$ cat src/logic/rcf_pkg.sv
//
// Overview of operation
// - Stack overflow sets flag bit 7; it stays set until firmware writes 0 or a brown-out clears it.
// - Stack underflow sets flag bit 6; it stays set until firmware writes 0 or a brown-out clears it.
// - Bits 5 and 4 are unimplemented: read zero, writes ignored.
// - A master-clear pin reset clears bit 3; firmware may write it back to 1.
// - The reset instruction clears bit 2; a firmware write of 1 re-arms it.
// - Power-on reset holds bit 1 at 0 until software writes 1.
// - Brown-out or power-on reset clears bit 0; it reads 1 only after a write of 1.
// - Power-on/brown-out: stack flags 0, pin and instruction flags 1; others per cause.
//
package rcf_pkg;

   // ------------------------------------------------------------
   // Register map (byte addresses)
   // ------------------------------------------------------------
   localparam int         ADDR_W       = 12;
   localparam logic [11:0] OFF_CAUSE    = 12'h000;
   localparam logic [11:0] OFF_IRQ_STAT = 12'h004;
   localparam logic [11:0] OFF_IRQ_MASK = 12'h008;

   // ------------------------------------------------------------
   // Reset-cause field positions
   // ------------------------------------------------------------
   localparam int BIT_STACK_OVF = 7;
   localparam int BIT_STACK_UNF = 6;
   localparam int BIT_PIN_RST   = 3;
   localparam int BIT_RST_INSTR = 2;
   localparam int BIT_POWER_ON  = 1;
   localparam int BIT_BROWNOUT  = 0;

   // ------------------------------------------------------------
   // Reset values and per-bit behaviour masks
   // ------------------------------------------------------------
   localparam logic [7:0] CAUSE_IMPL_MASK = 8'hcf;
   localparam logic [7:0] CAUSE_POR_VAL   = 8'h0c;
   localparam logic [7:0] CAUSE_EVT_VAL   = 8'hc0;
   localparam logic [7:0] CAUSE_PWR_MASK  = 8'hcc;
   localparam logic [7:0] IRQ_IMPL_MASK   = 8'hcd;
   localparam logic [7:0] IRQ_MASK_RST    = 8'h00;
   localparam logic [7:0] IRQ_STAT_RST    = 8'h00;
   localparam logic [0:0] PIN_IDLE        = 1'h1;

endpackage : rcf_pkg

$ cat src/logic/rcf_flag_bit.sv
`timescale 1ns/1ps
// One reset-cause flag: its own event forces EVT_VAL, a power event forces
// PWR_VAL, and only then may a firmware write change it.
module rcf_flag_bit #(
   parameter logic POR_VAL = 1'b0,
   parameter logic EVT_VAL = 1'b0,
   parameter logic PWR_VAL = 1'b0,
   parameter bit   USE_PWR = 1'b0
) (
   // Clock and reset
   input  wire logic sys_clk,
   input  wire logic nrst,
   // Hardware events
   input  wire logic own_evt,
   input  wire logic pwr_evt,
   // Firmware write
   input  wire logic wr_en,
   input  wire logic wr_data,
   // Stored flag
   output logic      flag_reg
);

   logic flag_next;

   always_comb
   begin
      flag_next = flag_reg;
      if (own_evt)
      begin
         flag_next = EVT_VAL;
      end
      else if (USE_PWR && pwr_evt)
      begin
         flag_next = PWR_VAL;
      end
      else if (wr_en)
      begin
         flag_next = wr_data;
      end
   end

   always_ff @(posedge sys_clk or negedge nrst)
   begin
      if (!nrst)
      begin
         flag_reg <= POR_VAL;
      end
      else
      begin
         flag_reg <= flag_next;
      end
   end

endmodule // rcf_flag_bit

$ cat src/logic/rcf_reset_cause.sv
// Chosen here: the APB register port and the register offsets.
`timescale 1ns/1ps
// Reset-cause flag register with an APB slave port and one interrupt line.
// nrst is the power-on reset of this block; every other reset cause
// arrives as an event while the block keeps running, so the flags survive.
module rcf_reset_cause (
   // Clock and power-on reset
   input  wire logic        sys_clk,
   input  wire logic        nrst,
   // APB slave
   input  wire logic        psel,
   input  wire logic        penable,
   input  wire logic        pwrite,
   input  wire logic [11:0] paddr,
   input  wire logic [31:0] pwdata,
   input  wire logic [3:0]  pstrb,
   output logic             pready,
   output logic [31:0]      prdata,
   output logic             pslverr,
   // Reset sources and stack faults from the core
   input  wire logic        stack_overflow_evt,
   input  wire logic        stack_underflow_evt,
   input  wire logic        reset_instr_evt,
   input  wire logic        brownout_evt,
   // Master-clear pin, active low, asynchronous
   input  wire logic        master_clear_pin_n,
   // Interrupt
   output logic             irq
);

   // ------------------------------------------------------------
   // Decode helpers
   // ------------------------------------------------------------
   function automatic logic addr_hit(input logic [11:0] addr, input logic [11:0] off);
      addr_hit = (addr == off);
   endfunction

   function automatic logic addr_mapped(input logic [11:0] addr);
      addr_mapped = addr_hit(addr, rcf_pkg::OFF_CAUSE) ||
                    addr_hit(addr, rcf_pkg::OFF_IRQ_STAT) ||
                    addr_hit(addr, rcf_pkg::OFF_IRQ_MASK);
   endfunction

   // ------------------------------------------------------------
   // Declarations
   // ------------------------------------------------------------
   logic        pin_sync1_reg;
   logic        pin_sync2_reg;
   logic        pin_prev_reg;
   logic        pin_rst_evt;
   logic [7:0]  own_evt;
   logic [7:0]  cause_reg;
   logic [7:0]  irq_stat_reg;
   logic [7:0]  irq_stat_next;
   logic [7:0]  irq_mask_reg;
   logic [31:0] prdata_reg;
   logic        slverr_reg;
   logic        setup_phase;
   logic        wr_access;
   logic        wr_cause;
   logic        wr_irq_stat;
   logic        wr_irq_mask;
   logic [7:0]  rd_data;

   // ------------------------------------------------------------
   // Master-clear pin synchroniser and assertion edge
   // ------------------------------------------------------------
   always_ff @(posedge sys_clk or negedge nrst)
   begin
      if (!nrst)
      begin
         pin_sync1_reg <= rcf_pkg::PIN_IDLE;
         pin_sync2_reg <= rcf_pkg::PIN_IDLE;
         pin_prev_reg  <= rcf_pkg::PIN_IDLE;
      end
      else
      begin
         pin_sync1_reg <= master_clear_pin_n;
         pin_sync2_reg <= pin_sync1_reg;
         pin_prev_reg  <= pin_sync2_reg;
      end
   end

   // One event per pin assertion; a pin held low does not keep re-clearing
   assign pin_rst_evt = pin_prev_reg & ~pin_sync2_reg;

   // ------------------------------------------------------------
   // Per-bit hardware events
   // ------------------------------------------------------------
   always_comb
   begin
      own_evt                              = 8'h00;
      own_evt[rcf_pkg::BIT_STACK_OVF]      = stack_overflow_evt;
      own_evt[rcf_pkg::BIT_STACK_UNF]      = stack_underflow_evt;
      own_evt[rcf_pkg::BIT_PIN_RST]        = pin_rst_evt;
      own_evt[rcf_pkg::BIT_RST_INSTR]      = reset_instr_evt;
      own_evt[rcf_pkg::BIT_BROWNOUT]       = brownout_evt;
   end

   // ------------------------------------------------------------
   // APB access qualifiers
   // ------------------------------------------------------------
   // Zero-wait slave: data is prepared in the setup cycle
   assign pready      = 1'b1;
   assign setup_phase = psel & ~penable;
   // Data live in the low byte, so its strobe alone gates a write
   assign wr_access   = psel & penable & pwrite & pstrb[0];
   assign wr_cause    = wr_access & addr_hit(paddr, rcf_pkg::OFF_CAUSE);
   assign wr_irq_stat = wr_access & addr_hit(paddr, rcf_pkg::OFF_IRQ_STAT);
   assign wr_irq_mask = wr_access & addr_hit(paddr, rcf_pkg::OFF_IRQ_MASK);

   // ------------------------------------------------------------
   // Reset-cause flags
   // ------------------------------------------------------------
   // Unimplemented positions get no flop and read as zero.
   // Brown-out is the only power event seen at run time; nrst covers power-on.
   genvar gi;
   generate
      for (gi = 0; gi < 8; gi++)
      begin : g_flag
         if (rcf_pkg::CAUSE_IMPL_MASK[gi])
         begin : g_impl
            rcf_flag_bit #(
               .POR_VAL (rcf_pkg::CAUSE_POR_VAL[gi]),
               .EVT_VAL (rcf_pkg::CAUSE_EVT_VAL[gi]),
               .PWR_VAL (rcf_pkg::CAUSE_POR_VAL[gi]),
               .USE_PWR (rcf_pkg::CAUSE_PWR_MASK[gi])
            ) u_flag (
               .sys_clk  (sys_clk),
               .nrst     (nrst),
               .own_evt  (own_evt[gi]),
               .pwr_evt  (brownout_evt),
               .wr_en    (wr_cause),
               .wr_data  (pwdata[gi]),
               .flag_reg (cause_reg[gi])
            );
         end
         else
         begin : g_unimpl
            assign cause_reg[gi] = 1'b0;
         end
      end
   endgenerate

   // ------------------------------------------------------------
   // Interrupt status and mask
   // ------------------------------------------------------------
   // A new event wins over a write-one-to-clear in the same cycle
   always_comb
   begin
      irq_stat_next = irq_stat_reg;
      if (wr_irq_stat)
      begin
         irq_stat_next = irq_stat_next & ~pwdata[7:0];
      end
      irq_stat_next = (irq_stat_next | own_evt) & rcf_pkg::IRQ_IMPL_MASK;
   end

   always_ff @(posedge sys_clk or negedge nrst)
   begin
      if (!nrst)
      begin
         irq_stat_reg <= rcf_pkg::IRQ_STAT_RST;
      end
      else
      begin
         irq_stat_reg <= irq_stat_next;
      end
   end

   always_ff @(posedge sys_clk or negedge nrst)
   begin
      if (!nrst)
      begin
         irq_mask_reg <= rcf_pkg::IRQ_MASK_RST;
      end
      else if (wr_irq_mask)
      begin
         irq_mask_reg <= pwdata[7:0] & rcf_pkg::IRQ_IMPL_MASK;
      end
   end

   assign irq = |(irq_stat_reg & irq_mask_reg);

   // ------------------------------------------------------------
   // APB read data and error
   // ------------------------------------------------------------
   always_comb
   begin
      rd_data = 8'h00;
      if (addr_hit(paddr, rcf_pkg::OFF_CAUSE))
      begin
         rd_data = cause_reg & rcf_pkg::CAUSE_IMPL_MASK;
      end
      else if (addr_hit(paddr, rcf_pkg::OFF_IRQ_STAT))
      begin
         rd_data = irq_stat_reg;
      end
      else if (addr_hit(paddr, rcf_pkg::OFF_IRQ_MASK))
      begin
         rd_data = irq_mask_reg;
      end
   end

   // Read data is captured in setup, so a flag event in the access cycle
   // shows on the next read, not this one.
   always_ff @(posedge sys_clk or negedge nrst)
   begin
      if (!nrst)
      begin
         prdata_reg <= 32'h0000_0000;
      end
      else if (setup_phase)
      begin
         prdata_reg <= {24'h00_0000, rd_data};
      end
   end

   always_ff @(posedge sys_clk or negedge nrst)
   begin
      if (!nrst)
      begin
         slverr_reg <= 1'b0;
      end
      else if (setup_phase)
      begin
         slverr_reg <= ~addr_mapped(paddr);
      end
   end

   assign prdata  = prdata_reg;
   assign pslverr = slverr_reg & psel & penable;

   // ------------------------------------------------------------
   // Checks
   // ------------------------------------------------------------
   stack_ovf_set_a: assert property (
      @(posedge sys_clk) disable iff (!nrst)
      stack_overflow_evt
         || (cause_reg[rcf_pkg::BIT_STACK_OVF] && !brownout_evt
             && !(wr_cause && !pwdata[rcf_pkg::BIT_STACK_OVF]))
         |=> cause_reg[rcf_pkg::BIT_STACK_OVF])
      else $error("stack overflow flag lost before firmware clear");

   stack_unf_set_a: assert property (
      @(posedge sys_clk) disable iff (!nrst)
      stack_underflow_evt ##1 !(wr_cause && !pwdata[rcf_pkg::BIT_STACK_UNF])
                              && !brownout_evt
         |=> cause_reg[rcf_pkg::BIT_STACK_UNF])
      else $error("stack underflow flag not held");

   unimpl_zero_a: assert property (
      @(posedge sys_clk) disable iff (!nrst)
      psel && penable && !pwrite && addr_hit(paddr, rcf_pkg::OFF_CAUSE)
         |-> prdata[5:4] == 2'b00)
      else $error("unimplemented cause bits read nonzero");

   pin_clear_a: assert property (
      @(posedge sys_clk) disable iff (!nrst)
      $fell(pin_sync2_reg) |=> !cause_reg[rcf_pkg::BIT_PIN_RST])
      else $error("pin reset did not clear its flag");

   instr_clear_a: assert property (
      @(posedge sys_clk) disable iff (!nrst)
      reset_instr_evt |=> !cause_reg[rcf_pkg::BIT_RST_INSTR])
      else $error("reset instruction did not clear its flag");

   power_on_hold_a: assert property (
      @(posedge sys_clk) disable iff (!nrst)
      $rose(cause_reg[rcf_pkg::BIT_POWER_ON])
         |-> $past(wr_cause) && $past(pwdata[rcf_pkg::BIT_POWER_ON]))
      else $error("power-on flag rose without a firmware write");

   brownout_flag_a: assert property (
      @(posedge sys_clk) disable iff (!nrst)
      brownout_evt |=> !cause_reg[rcf_pkg::BIT_BROWNOUT]
                       ##1 ($past(wr_cause) || !cause_reg[rcf_pkg::BIT_BROWNOUT]))
      else $error("brown-out flag wrong after brown-out");

   brownout_vals_a: assert property (
      @(posedge sys_clk) disable iff (!nrst)
      brownout_evt && !stack_overflow_evt && !stack_underflow_evt
         && !reset_instr_evt && !pin_rst_evt
         |=> (cause_reg & rcf_pkg::CAUSE_PWR_MASK) == rcf_pkg::CAUSE_POR_VAL
             && cause_reg[rcf_pkg::BIT_POWER_ON] == $past(cause_reg[rcf_pkg::BIT_POWER_ON]))
      else $error("brown-out left wrong flag values");

   hw_wins_a: assert property (
      @(posedge sys_clk) disable iff (!nrst)
      wr_cause && pwdata[rcf_pkg::BIT_RST_INSTR] && reset_instr_evt
         |=> !cause_reg[rcf_pkg::BIT_RST_INSTR])
      else $error("firmware write beat reset instruction event");

   irq_raise_a: assert property (
      @(posedge sys_clk) disable iff (!nrst)
      stack_overflow_evt && irq_mask_reg[rcf_pkg::BIT_STACK_OVF] && !wr_irq_mask
         |=> irq)
      else $error("unmasked event did not raise irq");

   // Only a firmware write may move the power-on flag; brown-out leaves it
   power_on_keep_a: assert property (
      @(posedge sys_clk) disable iff (!nrst)
      !wr_cause
         |=> $stable(cause_reg[rcf_pkg::BIT_POWER_ON]))
      else $error("power-on flag changed without a firmware write");

   ovf_write_race_a: assert property (
      @(posedge sys_clk) disable iff (!nrst)
      wr_cause && !pwdata[rcf_pkg::BIT_STACK_OVF] && stack_overflow_evt
         |=> cause_reg[rcf_pkg::BIT_STACK_OVF])
      else $error("firmware clear beat stack overflow event");

   strobe_ignore_a: assert property (
      @(posedge sys_clk) disable iff (!nrst)
      psel && penable && pwrite && !pstrb[0] && own_evt == 8'h00
         |=> $stable(cause_reg))
      else $error("write without low strobe changed cause flags");

   // ------------------------------------------------------------
   // Checks on the bus and interrupt side
   // ------------------------------------------------------------
   cause_read_a: assert property (
      @(posedge sys_clk) disable iff (!nrst)
      setup_phase && addr_hit(paddr, rcf_pkg::OFF_CAUSE)
         |=> prdata[7:0] == $past(cause_reg))
      else $error("cause read data differs from flags at setup");

   rdata_hold_a: assert property (
      @(posedge sys_clk) disable iff (!nrst)
      !setup_phase
         |=> $stable(prdata))
      else $error("read data changed outside a setup cycle");

   bus_error_a: assert property (
      @(posedge sys_clk) disable iff (!nrst)
      psel && penable
         |-> pslverr == !addr_mapped(paddr))
      else $error("slave error does not match address decode");

   stat_sticky_a: assert property (
      @(posedge sys_clk) disable iff (!nrst)
      !wr_irq_stat
         |=> (irq_stat_reg & $past(irq_stat_reg)) == $past(irq_stat_reg))
      else $error("interrupt status bit dropped without a clear");

   stat_event_a: assert property (
      @(posedge sys_clk) disable iff (!nrst)
      own_evt != 8'h00
         |=> (irq_stat_reg & $past(own_evt)) == $past(own_evt))
      else $error("event did not set its interrupt status bit");

   stat_clear_a: assert property (
      @(posedge sys_clk) disable iff (!nrst)
      wr_irq_stat && own_evt == 8'h00
         |=> (irq_stat_reg & $past(pwdata[7:0])) == 8'h00)
      else $error("write of one did not clear interrupt status");

endmodule // rcf_reset_cause

$ cat config.mk
export PLATFORM = sky130hd
export DESIGN_NAME = rcf_reset_cause
export DESIGN_NICKNAME = d
export VERILOG_FILES = /design/src/logic/rcf_pkg.sv /design/src/logic/rcf_flag_bit.sv /design/src/logic/rcf_reset_cause.sv
export SDC_FILE = /design/constraint.sdc
export NUM_CORES = 1
export LEC_CHECK = 0
export ABC_CLOCK_PERIOD_IN_PS = 2460
export BUFFER_PORTS_ARGS = -buffer_cell sky130_fd_sc_hd__buf_4
export CAP_MARGIN = 20
export CORE_MARGIN = 2
export CORE_UTILIZATION = 37
export DETAILED_ROUTE_END_ITERATION = 16
export PLACE_DENSITY = 0.72
export SYNTH_ARGS = -nofsm -noshare
export SYNTH_HDL_FRONTEND = slang
export SYNTH_SLANG_ARGS = --single-unit
export TNS_END_PERCENT = 30
$ cat constraint.sdc
create_clock -name sys_clk -period 2.46 [get_ports sys_clk]
set_clock_uncertainty 0.1 [all_clocks]
set_input_delay 0.615 -clock sys_clk [delete_from_list [all_inputs] [get_ports sys_clk]]
set_output_delay 0.615 -clock sys_clk [all_outputs]
set_load 0.03 [all_outputs]
# == Word level (Yosys, flattened, before mapping) ==
# Index checks and enable logic that the tools add are counted.
# word_totals
register_bits,28
output_inout_bits,35
wordCells,59
# op_classes
eq_ne,2
muxes,18
n_bitwise,17
n_reduce_logical,9
# op_table
op,n
$mux W8,4
$and A8 B8 Y8,2
$mux W1,14
$eq A12 B3 Y1 const B,1
$eq A12 B4 Y1 const B,1
$logic_not A12 Y1,1
$reduce_bool A3 Y1,4
$and A1 B1 Y1,10
$not A8 Y8,1
$or A8 B8 Y8,1
$reduce_or A8 Y1,1
$not A1 Y1,3
$logic_or A1 B1 Y1,2
$reduce_bool A2 Y1,1

# == Logic depth before layout (Yosys ltp) ==
# Gate-level depths: netlist of the first run.
# depth
depth_word,7
mapped_depth,5

# == By module ==
# A second synthesis of the first run with hierarchy kept.
# unflattened
hier_cells,137
area_unflattened_um2,1407.6
# by_module_without_submodules
module,instances,cells_per_inst,area_per_inst_um2
rcf_reset_cause,1,117,1154.9
rcf_flag_bit at g_flag[2].g_impl.u_flag ...,2,4,45.0
rcf_flag_bit at g_flag[6].g_impl.u_flag ...,2,3,42.5
rcf_flag_bit at g_flag[0].g_impl.u_flag ...,2,3,38.8

# == Least setup slack after synthesis of the first run ==
# OpenSTA, ideal clock, no wires.
# synth_path
kind,input to register
startpoint,input port paddr[11]
endpoint,"register prdata_reg[0], in the netlist prdata[0]"
setup_time_ps,142
t_arrival_ps,2057
required_time_ps,2218
setup_slack_ps,161
cell_stages,5
path_buffers,1
cell_sequence,or4_1 -> buf_2 -> or4_1 -> o22ai_1 -> a31oi_1
# synth_via
elab_chain_cells,4
word_cells_on_any_way,6
classes_between,eq/ne (2); mux (3); reduce/logical (1)
# synth_lines
item,line_no,source
"start, declared",rcf_reset_cause.sv:14,"input wire logic [11:0] paddr,"
$eq A12 B4 Y1,rcf_reset_cause.sv:35,addr_hit = (addr == off);
$mux W8,rcf_reset_cause.sv:199,"else if (addr_hit(paddr, rcf_pkg::OFF_IRQ_MASK))"
$mux W8,rcf_reset_cause.sv:195,"else if (addr_hit(paddr, rcf_pkg::OFF_IRQ_STAT))"
$mux W8 *,rcf_reset_cause.sv:191,"if (addr_hit(paddr, rcf_pkg::OFF_CAUSE))"
"end signal, assigned",rcf_reset_cause.sv:215,"prdata_reg <= {24'h00_0000, rd_data};"
"end, declared",rcf_reset_cause.sv:56,logic [31:0] prdata_reg;
# Every way passes the cells marked *; elsewhere a longest branch is shown, timed or not.
# A chain may end at the register's enable or synchronous reset.

# == Worst setup path in the final report of the first run ==
# layout_path
startpoint,input port paddr[11]
endpoint,register irq_stat_reg[2]
# layout_via
elab_chain_cells,4
# layout_lines
item,line_no,source
$eq A12 B3 Y1,rcf_reset_cause.sv:35,
$and A1 B1 Y1,rcf_reset_cause.sv:109,"assign wr_irq_stat = wr_access & addr_hit(paddr, rcf_pkg::OFF_IRQ_STAT);"
$mux W8,rcf_reset_cause.sv:152,if (wr_irq_stat)
$or A8 B8 Y8,rcf_reset_cause.sv:156,irq_stat_next = (irq_stat_next | own_evt) & rcf_pkg::IRQ_IMPL_MASK;
via irq_stat_next[2],rcf_reset_cause.sv:54,logic [7:0] irq_stat_next;
"end signal, assigned",rcf_reset_cause.sv:163,irq_stat_reg <= rcf_pkg::IRQ_STAT_RST;
"end signal, assigned",rcf_reset_cause.sv:167,irq_stat_reg <= irq_stat_next;
"end, declared",rcf_reset_cause.sv:53,logic [7:0] irq_stat_reg;
# The timed path passes the listed nets, and every way through them passes these cells.

==> flow_metrics.py, run 1 <==
metrics = {
    "worst_setup_path": {
        "cp.required_ps": 2510,
        "critPathLaunchType": "input pin",
        "crit_arrival_ps": 2170,
        "cp-end-kind": "flip-flop",
        "critPathMaxFanout": 5,
        "setup.worst_path.class": "in2reg",
        "worstRegToRegCells": 3,
    },
    "synth": {
        "synth-seq-cells": 26,
        "synth_mux_area_frac": 0.0764,
        "async_flop_share": 1.00,
        "synth_edf_count": 0,
        "synth-simple-area-share": 0.154,
        "synth_top_family_by_area": "buffers and inverters",
        "ys_warn_count": 0,
        "synth_xor_area_frac": 0,
        "ys.flop_type": "dfrtp_1",
        "postSynthCellCount": 140,
        "synth_area_sq_um": 1390,
        "ys_seq_area_frac": 0.472,
        "synth_cell_type_count": 29,
        "synth-adder-area-share": 0,
        "synth_compound_area_frac": 0.121,
        "synth_area_per_cell_sq_um": 9.95,
    },
    "detailed_routing": {
        "via_per_inst": 4.66,
        "wl_per_cell_um": 12.3,
        "drt_iter0_drc": 23,
        "routed_wl_um": 2870,
        "antenna_left": 0,
        "firstDrtPassIters": 4,
        "vias": 1086,
        "drc": 0,
    },
    "clock_tree": {
        "cts.sinks": 26,
        "cts_tree": "done",
        "cts_root_buf": "clkbuf_8",
        "post_cts_resized": 0,
        "worstSkewPairLatency_ps": 270,
        "clockBufferDepth": 2,
        "cts-hold-fix-buffers": 0,
        "htree_levels": 1,
        "postCtsSetupBuffers": 0,
        "cts_buffers": 3,
        "cts.clk_slew.worst_paths_ps": 90,
    },
    "timing": {
        "setup_violations": 0,
        "fin_tns_setup_ps": 0,
        "finalHoldViolCount": 0,
        "maxSlewViolCount": 0,
        "rsz0062_at_grt": "false",
        "period_minus_slack_ps": 2130,
        "period_share": 0.864,
        "fmax_ghz": 0.470,
        "fin_hold_ws_ps": 134,
    },
    "cells_and_area": {
        "mostFrequentLayoutCells": "46 x buf_4, 27 x conb_1, 21 x dfrtp_1",
        "seq_area_sq_um": 657,
        "syn2layout_area_growth_pct": 23.5,
        "final_layout_size_suffix_gt1_frac": 0.330,
        "diodes": 0,
        "layout_commonest_cell": "buf_4",
        "multi_input_area_sq_um": 591,
        "nNetsFinal": 244,
        "fillCellCount": 360,
    },
    "die": {
        "die_y_um": 65.4,
        "start_util": 0.383,
        "num_rows": 22,
        "die-area_sq_um": 4270,
        "io_pins": 93,
        "core_sq_um": 3630,
        "die_w_um": 65.4,
    },
    "run_status": {
        "status": "finished clean",
    },
    "power": {
        "vdd_drop_max_uv": 203,
        "p_per_area_nw_per_um2": 516,
        "p_leak_uw": 0.000810,
    },
    "grt": {
        "grt_start_max_net_pins": 27,
        "antenna_found_initial": 0,
        "met1_usage": 0.183,
        "grtUsageMet3": 0.0257,
        "grt_overflow": 0,
        "grt_use_met2": 0.236,
        "grt_usage": 0.142,
        "grt_pass1_vias": 1018,
        "busiest_layer": "met2",
        "grt_pass1_wl_um": 4620,
    },
    "worst_hold_path": {
        "hp-class": "in2async",
    },
    "job": {
        "drv_cap": 0,
    },
    "place": {
        "gp_congestion": 0.744,
        "io_buffer_count": 36,
        "hpwl_um": 2170,
    },
}
-- cell type report --
cell class                 count  share of cell area
timing repair buffer          46               0.201
inverter                       6              0.0131
sequential                    26               0.382
clock buffer                   4              0.0262
tap                           48              0.0349
multi-input combinational    103               0.343
-- through the flow --
| stage | instance area (sq um) | utilization | setup WS (ps) | power [uW] | cells |
|---|---|---|---|---|---|
| finish | 1720 | 0.473 | 334 | 887 | 233 |
| global route | 1720 | 0.473 | 285 | 928 | 233 |
| CTS | 1720 | 0.473 | 320 | 893 | 233 |
| detailed placement | 1680 | 0.461 | 37.9 | 646 | 229 |
| global placement | 1680 | 0.461 | 49.8 | 644 | 229 |
| floorplan | 1490 | - | 161 | 602 | 165 |
-- routing by layer --
metal	vias to the layer above	wire, um
li1	531	-
met1	519	1300
met2	34	1400
met3	2	159
met4	0	17
met5	-	0
-- synthesized netlist by cell type (all sizes together), types with 3 or more instances --
library cell / count / area, sq um
buf: 28 / 208
dfrtp: 21 / 526
nor2: 10 / 37.5
a31oi: 9 / 56.3
nand2: 9 / 33.8
o21ai: 7 / 35.0
inv: 6 / 22.5
dfstp: 5 / 131
mux2: 5 / 56.3
mux2i: 5 / 50.1
o22ai: 5 / 31.3
a21oi: 4 / 20.0
nor4: 4 / 40.0
or4: 4 / 30.0
nand2b: 3 / 18.8
nor2b: 3 / 18.8
-- worst paths after layout --
| path | start | to | slack [ps] |
|---|---|---|---|
| worst max-delay path | paddr[11] | irq_stat_reg[2] | 330 |
| worst min-delay path | nrst | g_flag[1].g_impl.u_flag.flag_reg | 130 |
| max in group asynchronous | nrst | pin_sync1_reg | 1830 |
| worst min register to register | pin_sync1_reg | pin_sync2_reg | 260 |
| worst max register to register | irq_stat_reg[6] | prdata[6] | 1350 |
| min in group sys_clk | pin_sync1_reg | pin_sync2_reg | 260 |
-- logic make-up (layout without fill, tap and decap cells) --
family / after synthesis / in the layout
compound gates: 28 / 28
buf+inv: 36 / 56
flops: 26 / 26
mux: 10 / 10
other cells: 2 / 27
simple gates: 38 / 38
-- power by group --
| part | internal (uW) | switching (uW) |
|---|---|---|
| clock network | 116 | 134 |
| registers | 448 | 10.2 |
| logic | 60.4 | 119 |
-- critical path, cell delays in order --
cell and delay, ps:
buf_4 100, or4_1 520, buf_4 180, nor2_1 140
buf_4 130, and4b_1 360, a31oi_1 120
Note: power is estimated with default switching activity, not from simulation.
==> run 2, diff against run 1 <==
--- a/config.mk
+++ b/config.mk
@@ -5,13 +5,14 @@
 export SDC_FILE = /design/constraint.sdc
 export NUM_CORES = 1
 export LEC_CHECK = 0
+export ABC_AREA = 1
 export ABC_CLOCK_PERIOD_IN_PS = 2460
 export BUFFER_PORTS_ARGS = -buffer_cell sky130_fd_sc_hd__buf_4
 export CAP_MARGIN = 20
 export CORE_MARGIN = 2
 export CORE_UTILIZATION = 37
 export DETAILED_ROUTE_END_ITERATION = 16
-export PLACE_DENSITY = 0.72
+export PLACE_DENSITY = 0.7
 export SYNTH_ARGS = -nofsm -noshare
 export SYNTH_HDL_FRONTEND = slang
 export SYNTH_SLANG_ARGS = --single-unit
==> flow_metrics.py, run 2 <==
metrics = {
    "detailed_routing": {
        "routed_wl_um": 2890,
        "antenna_left": 0,
        "vias": 1286,
        "wl_per_cell_um": 9.92,
        "firstDrtPassIters": 4,
        "drc": 0,
        "via_per_inst": 4.42,
        "drt_iter0_drc": 51,
    },
    "worst_setup_path": {
        "critPathMaxFanout": 3,
        "r2r-end": "prdata[2]",
        "cp-end-kind": "output port",
        "worstRegToRegCells": 6,
        "r2r_slack_ps": 1430,
        "cp.required_ps": 1750,
        "setup.worst_path.class": "reg2out",
        "crit_arrival_ps": 1300,
        "reg2reg_from": "g_flag[2].g_impl.u_flag.flag_reg",
        "critPathLaunchType": "flip-flop",
    },
    "synth": {
        "postSynthCellCount": 206,
        "synth_area_sq_um": 1580,
        "synth.area.top_cells": "dfrtp_1 33%, nand2_1 13%, buf_4 13%",
        "yosys-top-cells-count": "56 x nand2_1, 29 x inv_1, 27 x buf_4",
        "synth-seq-cells": 26,
        "synth_area_per_cell_sq_um": 7.68,
        "synth_cell_type_count": 26,
        "async_flop_share": 1.00,
        "ys.flop_type": "dfrtp_1",
        "ys_warn_count": 0,
        "synth.top_cell.area_share": 0.332,
        "yosysMostFrequentCell": "nand2_1",
        "synth_edf_count": 0,
        "ys_seq_area_frac": 0.415,
        "yosysTopAreaCell": "dfrtp_1",
    },
    "clock_tree": {
        "cts.sinks": 26,
        "postCtsSetupBuffers": 0,
        "cts_tree": "done",
        "cts-hold-fix-buffers": 0,
        "htree_levels": 1,
        "cts.clk_slew.worst_paths_ps": 90,
        "post_cts_resized": 0,
        "worstSkewPairLatency_ps": 270,
        "clockBufferDepth": 2,
        "cts_buffers": 3,
        "cts_root_buf": "clkbuf_8",
    },
    "timing": {
        "period_minus_slack_ps": 2020,
        "fmax_ghz": 0.495,
        "finalHoldViolCount": 0,
        "fin_tns_setup_ps": 0,
        "setup_violations": 0,
        "maxSlewViolCount": 0,
        "setup_slack_ps": 441,
        "rsz0062_at_grt": "false",
        "period_share": 0.821,
    },
    "cells_and_area": {
        "syn2layout_area_growth_pct": 16.7,
        "layout_commonest_cell": "nand2_1",
        "mostFrequentLayoutCells": "56 x nand2_1, 38 x buf_4, 29 x inv_1",
        "diodes": 0,
        "fin_util": 0.455,
        "nNetsFinal": 300,
        "final_layout_size_suffix_gt1_frac": 0.224,
    },
    "grt": {
        "grt_overflow": 0,
        "grt_start_max_net_pins": 27,
        "grt_pass1_vias": 1194,
        "grt_usage": 0.128,
        "grt_pass1_wl_um": 5170,
        "antenna_found_initial": 0,
    },
    "die": {
        "io_pins": 93,
        "start_util": 0.390,
        "die-area_sq_um": 4820,
        "num_rows": 23,
        "die_w_um": 69.4,
        "die_y_um": 69.4,
        "core_sq_um": 4060,
    },
    "power": {
        "p_leak_uw": 0.00101,
        "vdd_drop_max_uv": 268,
        "p_per_area_nw_per_um2": 508,
        "finalPower_uw": 939,
    },
    "place": {
        "gp_congestion": 0.793,
        "hpwl_um": 2250,
        "dp_slack_ps": 581,
        "io_buffer_count": 36,
    },
    "worst_hold_path": {
        "hp-class": "in2async",
    },
    "run_status": {
        "status": "finished clean",
    },
    "job": {
        "drv_cap": 0,
    },
}
## run 2: changes by cell type in the layout (fill, tap and decap cells not counted), moves of 8 or more
cell,before,now
nand2_1,9,56
inv_1,6,29
a31oi_1,9,0
buf_4,46,38
nand3_1,0,16
## run 2: critical path, cell delays in order (launching register included)
cell      delay, ps
dfrtp_1         420
nand2_1          90
nand2_1          50
a221oi_1        210
nand2_1          90
buf_4           180
## run 2: layout make-up
cell class                      count  area [sq um]
Multi-Input combinational cell    143           658
Sequential cell                    26           657
Fill cell                         419          2210
Clock inverter                      1          30.0
Tap cell                           50          62.6
Timing Repair Buffer               38           285
Clock buffer                        3          41.3
Inverter                           30           113
## run 2: kinds of logic after synthesis
group                  count (synthesis)  synth area share
DFF                                   26             0.415
AOI/OAI and AO/OA                     23            0.0846
buffers and inverters                 62             0.228
other                                  2           0.00474
and+or+nand+nor                       93             0.267
## run 2: worst max-delay path by stage
stage	endpoint	from	cells past startpoint
after global placement	irq_mask_reg[2]	paddr[9]	8
after global routing	irq	irq_stat_reg[0]	5
final	irq	irq_stat_reg[2]	5
after floorplan	pslverr	penable	2
after CTS	irq	irq_stat_reg[2]	5
after detailed placement	g_flag[0].g_impl.u_flag.flag_reg	paddr[1]	7
## run 2: routing by layer
layer / share of wire / global-route usage
met5: 0 / 0
met4: 0.0042 / 0.0196
met3: 0.061 / 0.0349
met2: 0.48 / 0.206
met1: 0.46 / 0.176
## run 2: per-stage QoR
stage / cells / area (sq um) / hold WS, ps
detailed placement: 287 / 1780 / 247
CTS: 291 / 1850 / 143
floorplan: 231 / 1680 / 219
global placement: 287 / 1780 / 246
global route: 291 / 1850 / 147
finish: 291 / 1850 / 137
## run 2: power breakdown
group	internal (uW)	switching (uW)	total, uW
Clock	218	129	346
Sequential	440	4.28	445
Combinational	43.7	104	148
Total	702	237	939
